[config.mk]
export PLATFORM = sky130hd
export DESIGN_NAME = reset_clock_power_control
export DESIGN_NICKNAME = d
export VERILOG_FILES = /design/src/design/rcp_pkg.sv /design/src/design/clk_div_if.sv /design/src/design/clk_div.sv /design/src/design/reset_clock_power_control.sv
export VERILOG_INCLUDE_DIRS = /design/src /design/src/design
export SDC_FILE = /design/constraint.sdc
export NUM_CORES = 1
export LEC_CHECK = 0
export ABC_CLOCK_PERIOD_IN_PS = 3700
export BUFFER_PORTS_ARGS = -buffer_cell sky130_fd_sc_hd__buf_2
export CORE_MARGIN = 4
export CORE_UTILIZATION = 50
export DETAILED_ROUTE_END_ITERATION = 12
export GPL_TIMING_DRIVEN = 1
export PLACE_DENSITY = 0.75
export RECOVER_POWER = 100
export SLEW_MARGIN = 10
export SYNTH_ARGS = -nofsm -noshare
export SYNTH_HDL_FRONTEND = slang
export SYNTH_HIERARCHICAL = 1
export SYNTH_SLANG_ARGS = --single-unit
[constraint.sdc]
create_clock -name clock -period 3.7 [get_ports clock]
set_input_delay 0.185 -clock clock [delete_from_list [all_inputs] [get_ports clock]]
set_output_delay 0.185 -clock clock [all_outputs]
set_load 0.02 [all_outputs]
[src/design/rcp_consts.svh]
/*
  Timing counts, field positions and reset values for the reset, clock and
  power-save control block. Assumes a 100 MHz system clock.
*/
`ifndef RCP_CONSTS_SVH
`define RCP_CONSTS_SVH

`define CLK_PERIOD_NS        10
`define POR_HOLD_NS          1000000
`define POR_HOLD_CYC         (`POR_HOLD_NS / `CLK_PERIOD_NS)
`define INIT_INTERVAL_CYC    16
`define BOOT_ADDR            20'hFFFF0
`define BOOT_WAIT_STATES     2'h3
`define CLKEN_A_BIT          8
`define CLKEN_B_BIT          9
`define CLKFULL_A_BIT        10
`define CLKFULL_B_BIT        11
`define PSAVE_EN_BIT         15
`define PSAVE_DIV_LSB        0
`define PSAVE_DIV_W          3
`define PSC_RESET            16'h0300
`define BUS_T3               2'h2
`define DIV_W                8

`endif

[src/design/rcp_pkg.sv]
/*
  Types shared by the reset, clock and power-save control block.
  Assumes rcp_consts.svh is reachable on the include path.
*/
package rcp_pkg;

  typedef enum logic [1:0]
  {
    ST_RESET = 2'b00,
    ST_INIT  = 2'b01,
    ST_RUN   = 2'b10,
    ST_FLOAT = 2'b11
  } seq_state_t;

endpackage : rcp_pkg

[src/design/clk_div_if.sv]
/*
  Carries the power-save divider setting and its enable pulse between the
  sequencer and the divider. Assumes one clock domain.
*/
`timescale 1ns/1ns
interface clk_div_if;
  logic [7:0] ratio;
  logic       active;
  logic       tick;
  modport ctrl (output ratio, output active, input tick);
  modport div  (input ratio, input active, output tick);
endinterface : clk_div_if

[src/design/clk_div.sv]
/*
  Power-save clock divider: produces a one-cycle enable every ratio plus one cycles.
  Assumes the same clock and synchronous reset as the parent.
*/
`timescale 1ns/1ns
`include "rcp_consts.svh"
module clk_div
  import rcp_pkg::*;
(
  input  wire logic clock,
  input  wire logic resetn,
  clk_div_if.div    dif
);

  typedef struct packed
  {
    logic [`DIV_W-1:0] cnt;
    logic              tick;
  } div_state_t;

  div_state_t st_r;
  div_state_t st_nxt;

  always_comb
  begin
    st_nxt      = st_r;
    st_nxt.tick = 1'b0;
    if (!dif.active)
    begin
      st_nxt.cnt  = '0;
      st_nxt.tick = 1'b1;
    end
    else if (st_r.cnt >= dif.ratio)
    begin
      st_nxt.cnt  = '0;
      st_nxt.tick = 1'b1;
    end
    else
    begin
      st_nxt.cnt = st_r.cnt + 8'h01;
    end
  end

  always_ff @(posedge clock)
  begin
    if (!resetn)
      st_r <= '0;
    else
      st_r <= st_nxt;
  end

  assign dif.tick = st_r.tick;

endmodule : clk_div

[src/design/reset_clock_power_control.sv]
/*
  Reset sequencing, reset configuration latch, power-save clock slowing and
  clock output gating. Assumes reset_pin_n and the straps come from pins,
  the power-save control word is written by logic on the same clock, and
  the bus state code comes from the bus unit on the same clock.
*/
`timescale 1ns/1ns
`include "rcp_consts.svh"

// Functional notes
// - Bits 11 to 8 of power_save_control enable each clock output and pick its rate.
// - One clock output may run at full rate while the other runs at power-save rate.
// - In power-save mode core and peripherals get the slower clock enable.
// - An interrupt in power-save leaves it at the next internal edge in bus state three.
// - Power-on reset returns the PLL to its reset state.
// - Reset stops execution and bus activity and outranks every interrupt.
// - After reset and an internal interval, fetch starts at FFFF0h with upper select and 3 waits.
// - Reset loads preset register values and resets the watchdog.
// - While reset is low the bus value is captured continuously into the configuration register.
// - At reset release the last captured value is frozen and stays readable.
// - Bus drivers stay off for the whole of reset.
// - A low halving strap at the first reset release after power-on disables the PLL and runs from input clock over two.
// - Both emulation straps low at reset release float all pins until the next reset.
module reset_clock_power_control
  import rcp_pkg::*;
#(
  parameter int INIT_CYC = `INIT_INTERVAL_CYC
)
(
  input  wire logic        clock,
  input  wire logic        resetn,
  input  wire logic        power_on,
  input  wire logic        reset_pin_n,
  input  wire logic [15:0] addr_data_bus,
  input  wire logic        clock_halving_strap_n,
  input  wire logic        emulation_strap_low_n,
  input  wire logic        emulation_strap_high_n,
  input  wire logic [15:0] power_save_control,
  input  wire logic        psc_write,
  input  wire logic        irq,
  input  wire logic [1:0]  bus_state,
  output logic [15:0]      reset_config,
  output logic [15:0]      psc_readback,
  output logic             core_reset,
  output logic             watchdog_reset,
  output logic             pll_reset,
  output logic             pll_bypass,
  output logic             cpu_clk_en,
  output logic             periph_clk_en,
  output logic             clkout_a_en,
  output logic             clkout_b_en,
  output logic             bus_drive_en,
  output logic             pins_float,
  output logic             fetch_start,
  output logic [19:0]      fetch_addr,
  output logic             upper_select_n,
  output logic [1:0]       fetch_waits,
  output logic             psave_active
);

  // ------------------------------------------------------------------
  // State
  // ------------------------------------------------------------------
  typedef struct packed
  {
    logic [1:0]  rst_sync;
    logic [1:0]  str_c0;
    logic [1:0]  str_c1;
    logic [1:0]  str_e0;
    logic [1:0]  str_e1;
    logic [15:0] bus_s0;
    logic [15:0] bus_s1;
    seq_state_t  seq;
    logic [15:0] init_cnt;
    logic        pwr_first;
    logic [15:0] cfg;
    logic [15:0] psc;
    logic        psave;
    logic        exit_pend;
    logic        halve;
    logic        halve_ph;
    logic        core_rst;
    logic        wd_rst;
    logic        pll_rst;
    logic        pll_byp;
    logic        cpu_en;
    logic        per_en;
    logic        ca_en;
    logic        cb_en;
    logic        drive;
    logic        flt;
    logic        fetch;
    logic        usel_n;
  } ctl_state_t;

  ctl_state_t st_r;
  ctl_state_t st_nxt;

  clk_div_if dif ();

  clk_div u_div
  (
    .clock  (clock),
    .resetn (resetn),
    .dif    (dif)
  );

  assign dif.ratio  = {5'h00, st_r.psc[`PSAVE_DIV_LSB +: `PSAVE_DIV_W]};
  assign dif.active = st_r.psave;

  // ------------------------------------------------------------------
  // Next state
  // ------------------------------------------------------------------
  logic rst_low;
  logic rel_edge;
  logic base_tick;
  logic slow_tick;

  always_comb
  begin
    st_nxt          = st_r;
    // Pins pass two flops before anything reads them
    st_nxt.rst_sync = {st_r.rst_sync[0], reset_pin_n};
    st_nxt.str_c0   = {st_r.str_c0[0], clock_halving_strap_n};
    st_nxt.str_e0   = {st_r.str_e0[0], emulation_strap_low_n};
    st_nxt.str_e1   = {st_r.str_e1[0], emulation_strap_high_n};
    st_nxt.bus_s0   = addr_data_bus;
    st_nxt.bus_s1   = st_r.bus_s0;
    st_nxt.str_c1   = st_r.str_c1;
    rst_low         = !st_r.rst_sync[1];
    rel_edge        = (st_r.seq == ST_RESET) && !rst_low;
    st_nxt.fetch    = 1'b0;
    st_nxt.pll_rst  = 1'b0;
    st_nxt.halve_ph = st_r.halve ? !st_r.halve_ph : 1'b1;
    // Halving mode gives every other cycle; power-save divides further
    base_tick       = st_r.halve ? st_r.halve_ph : 1'b1;
    slow_tick       = base_tick && dif.tick;

    if (rst_low)
    begin
      st_nxt.seq       = ST_RESET;
      st_nxt.cfg       = st_r.bus_s1;
      st_nxt.drive     = 1'b0;
      st_nxt.flt       = 1'b0;
      st_nxt.core_rst  = 1'b1;
      st_nxt.wd_rst    = 1'b1;
      st_nxt.psc       = `PSC_RESET;
      st_nxt.psave     = 1'b0;
      st_nxt.exit_pend = 1'b0;
      st_nxt.pll_rst   = st_r.pwr_first;
      st_nxt.init_cnt  = '0;
    end
    else
    begin
      unique case (st_r.seq)
        ST_RESET:
        begin
          // Straps taken on the release edge; cfg keeps its last capture
          // Halving is decided only at power-on; warm resets keep it
          if (st_r.pwr_first)
          begin
            st_nxt.halve   = !st_r.str_c0[1];
            st_nxt.pll_byp = !st_r.str_c0[1];
          end
          st_nxt.pwr_first = 1'b0;
          if (!st_r.str_e0[1] && !st_r.str_e1[1])
            st_nxt.seq = ST_FLOAT;
          else
            st_nxt.seq = ST_INIT;
        end
        ST_INIT:
        begin
          st_nxt.wd_rst   = 1'b0;
          st_nxt.init_cnt = st_r.init_cnt + 16'h0001;
          if (st_r.init_cnt >= 16'(INIT_CYC - 1))
          begin
            st_nxt.seq      = ST_RUN;
            st_nxt.core_rst = 1'b0;
            st_nxt.drive    = 1'b1;
            st_nxt.fetch    = 1'b1;
          end
        end
        ST_RUN:
        begin
          if (psc_write)
          begin
            st_nxt.psc   = power_save_control;
            st_nxt.psave = power_save_control[`PSAVE_EN_BIT];
          end
          if (st_r.psave && (irq || st_r.exit_pend))
          begin
            // Leave only on an internal edge that lands in bus state three
            if (bus_state == `BUS_T3)
            begin
              st_nxt.psave     = 1'b0;
              st_nxt.exit_pend = 1'b0;
              st_nxt.psc[`PSAVE_EN_BIT] = 1'b0;
            end
            else
              st_nxt.exit_pend = 1'b1;
          end
        end
        ST_FLOAT:
        begin
          st_nxt.flt      = 1'b1;
          st_nxt.drive    = 1'b0;
          st_nxt.wd_rst   = 1'b0;
        end
      endcase
    end

    st_nxt.usel_n = !st_nxt.fetch;
    // Core and peripherals share the slowed enable in power-save
    st_nxt.cpu_en = !st_nxt.core_rst && (st_r.psave ? slow_tick : base_tick);
    st_nxt.per_en = st_r.psave ? slow_tick : base_tick;
    // Each output has its own enable and its own rate choice
    st_nxt.ca_en = !st_nxt.flt && st_r.psc[`CLKEN_A_BIT]
                   && ((st_r.psc[`CLKFULL_A_BIT] || !st_r.psave) ? base_tick : slow_tick);
    st_nxt.cb_en = !st_nxt.flt && st_r.psc[`CLKEN_B_BIT]
                   && ((st_r.psc[`CLKFULL_B_BIT] || !st_r.psave) ? base_tick : slow_tick);
  end

  // ------------------------------------------------------------------
  // Registers
  // ------------------------------------------------------------------
  always_ff @(posedge clock)
  begin
    if (!resetn)
    begin
      st_r           <= '0;
      st_r.seq       <= ST_RESET;
      st_r.pwr_first <= 1'b1;
      st_r.core_rst  <= 1'b1;
      st_r.wd_rst    <= 1'b1;
      st_r.pll_rst   <= 1'b1;
      st_r.psc       <= `PSC_RESET;
      st_r.halve_ph  <= 1'b1;
      st_r.usel_n    <= 1'b1;
    end
    else
      st_r <= st_nxt;
  end

  // Power-on reset itself also clears the PLL; resetn stands for it here
  logic unused_power_on;
  assign unused_power_on = power_on;

  // ------------------------------------------------------------------
  // Outputs
  // ------------------------------------------------------------------
  assign reset_config   = st_r.cfg;
  assign psc_readback   = st_r.psc;
  assign core_reset     = st_r.core_rst;
  assign watchdog_reset = st_r.wd_rst;
  assign pll_reset      = st_r.pll_rst;
  assign pll_bypass     = st_r.pll_byp;
  assign cpu_clk_en     = st_r.cpu_en;
  assign periph_clk_en  = st_r.per_en;
  assign clkout_a_en    = st_r.ca_en;
  assign clkout_b_en    = st_r.cb_en;
  assign bus_drive_en   = st_r.drive;
  assign pins_float     = st_r.flt;
  assign fetch_start    = st_r.fetch;
  assign fetch_addr     = `BOOT_ADDR;
  assign upper_select_n = st_r.usel_n;
  assign fetch_waits    = `BOOT_WAIT_STATES;
  assign psave_active   = st_r.psave;

endmodule : reset_clock_power_control

==> metrics.cfg <==
[outcome]
status=finished, final reports clean

[synthesis]
synth_xor_area_share_pct=2.876
synth_area_per_cell_um2=9.517
async_flop_share_pct=0
netlist_instances=480
synthMuxAreaShare_pct=3.506
yosys.area_share.simple_pct=22.32
synth_area_leaders=dfxtp_1 (50%), buf_4 (9.2%), and2_1 (6.0%)
synthAdderAreaFrac_pct=2.739
synth_area_mm2=0.004568
ys_warn_count=6
synth_compound_area_share_pct=6.272
synth_edf_count=0
ys_types=46
synth_seq_area_share_pct=50.40
synth_top_family_by_area=simple AND/OR/NAND/NOR gates
synth_ff_type=dfxtp_1
ys_ff_latch=115
synth_top_area_share_pct=50.40
synth_top_area_cell=dfxtp_1

[floorplanning]
rows=34
die-area_mm2=0.01073
ioPinCount=110
die_h_um=103.6
core_mm2=0.008806
initial_core_util_pct=51.88
fp.dieW_um=103.6

[sta]
slew_headroom_pct=3.577
fmax_mhz=410.7
worst_slew_pin_slew_ns=1.446
drv_slew=0
min_period_over_period_pct=65.80
post-route-min-period_ns=2.435
rsz0062_at_grt=no
skew_ns=0.005781
setup_viol=0
tns_ns=0
finalHoldViolCount=0

[clock_tree]
cts_tree=done
post_cts_resized=0
numCtsBuffers=17
clock-sinks=115
path_clk_slew_ns=0.05
cts_setup_buffers=0
postCtsHoldBufs=37
htreeDepth=4
clockRootBuffer=clkbuf_8
cts_max_path_buffers=2
insertion_delay_ns=0.50

[routing]
routed_wl_um=9025
dr.first_iter.drc_count=130
avgRoutedWirePerCell_um=12.89
first_pass_iters=5
route.antenna.remaining_nets=0
vias=3339
drc=0
via_per_inst=4.770

[setup_path]
critPathCaptureType=register
worstPathRequired_ns=4.12
cp.arrival_ns=2.86
cp_max_fo=22
startpoint_type=register
slowest_stage=clkbuf_1
cp_cell_sequence=clkbuf_1 -> and2_0 -> o21ai_0 -> a21oi_1
crit_type=reg2reg
critPathMaxStageDelay_ns=1.05

[layout]
nets=632
diodes=0
final_common_cell=dfxtp_1
postLayoutCellArea_mm2=0.005690
layout_common_cells=dfxtp_1 (115), nand2_1 (54), clkbuf_1 (48)
drive_gt1_share_pct=13.68
fin_cells=700
fin_util_pct=64.62
syn2layout_area_growth_pct=24.57

[grt]
grt_use_total_pct=16.81
grt_first_pass_wirelength_um=14760
grt_max_degree=61
grt_pass1_vias=3196
antenna_found_initial=0
grt-ovfl-total=0

[power_and_ir_drop]
ir_drop_mv=0.2998
swShare_pct=20.70
pwr-share-seq_pct=41.5
power.switching_w=0.0006391
p_total_w=0.003088
pwr-share-comb_pct=4.8
p_int_w=0.002449
clkPwrFrac_pct=53.7
power_leakage_nw=2.279
powerDensity_mw_per_mm2=542.7

[place]
placed_cell_area_mm2=0.004771
gp_congestion=0.8326
dp.cells=631
hpwl_um=5726
portBuffers=86

[worst_hold_path]
min_path_type=in2reg

[job]
maxCapViolCount=0

[metrics by stage]
stage	worst slack, ns	hold WS [ns]
detailed placement	1.982	0.3887
floorplan	2.158	0.3025
global route	0.9843	0.04361
CTS	1.933	0.006669
finish	1.265	0.02399
global placement	2.041	0.3835
[final cells by class]
class | instances | area (µm²)
Fill cell | 723 | 3115
Sequential cell | 115 | 2302
Multi-Input combinational cell | 304 | 1819
Timing Repair Buffer | 126 | 762.0
Clock buffer | 19 | 431.7
Clock inverter | 13 | 183.9
Tap cell | 108 | 135.1
Inverter | 15 | 56.30
[state kept, by name (all words and copies together), names as in the netlist, 8 cells and up]
name          cells
st_nxt           20
u_div/st_r        8
psc_readback     16
reset_config     16
st_r             41
[critical path: cells and delay by family, from the launching register on]
| family | cells | cell delay [ns] |
|---|---|---|
| flip-flops | 1 | 0.31 |
| AO/OA/AOI/OAI | 2 | 0.48 |
| buffers and inverters | 1 | 1.05 |
| AND/OR/NAND/NOR | 1 | 0.52 |
[cell families (layout without fill, tap and decap cells)]
| group | Yosys count | count (layout) |
|---|---|---|
| AOI/OAI and AO/OA | 47 | 47 |
| xor gates and xnor gates | 15 | 15 |
| adders and majority gates | 10 | 10 |
| buffers and inverters | 86 | 173 |
| DFF | 115 | 115 |
| muxes | 16 | 16 |
| other | 2 | 27 |
| and+or+nand+nor | 189 | 189 |
[power groups by stage]
stage | Sequential, W | Combinational (W) | Clock [W]
after floorplan | 0.00131 | 0.000103 | 0
after global placement | 0.00131 | 0.000117 | 0
after detailed placement | 0.00131 | 0.000120 | 0
after CTS | 0.00128 | 0.000150 | 0.00169
after global routing | 0.00128 | 0.000165 | 0.00175
final | 0.00128 | 0.000149 | 0.00166
[final timing paths]
check,startpoint,end,slack (ns),cells after the start
worst min-delay path,irq,st_r[14],0.02,3
worst min register to register,st_r[12],st_r[12],0.40,1
worst max-delay path,st_r[108],psc_readback[15],1.27,4
worst max register to register,st_r[108],psc_readback[15],1.27,4
[per-layer routing]
layer	up-vias	share of wire, %	track usage, %
met5	-	0	0
met4	0	2.8	7.882
met3	24	4.8	5.348
met2	95	52	29.21
met1	1529	41	18.71
li1	1691	-	-
[cells in the mapped netlist, types with 2 or more instances]
cell type,number
dfxtp_1,115
buf_4,56
nand2_1,54
and2_1,44
a21oi_1,27
nor2_1,23
nor2b_1,18
mux2i_1,16
inv_1,15
clkbuf_1,10
ha_1,10
nand3_1,10
xnor2_1,10
nor3_1,7
o21ai_0,7
nand2b_1,6
xor2_1,5
nor4_1,4
or3_1,4
and3_1,3
buf_1,3
o211a_1,3
conb_1,2
nand3b_1,2
nand4_1,2
nand4b_1,2
o21a_1,2
o41ai_1,2
Note: power is estimated with default switching activity, not from simulation.
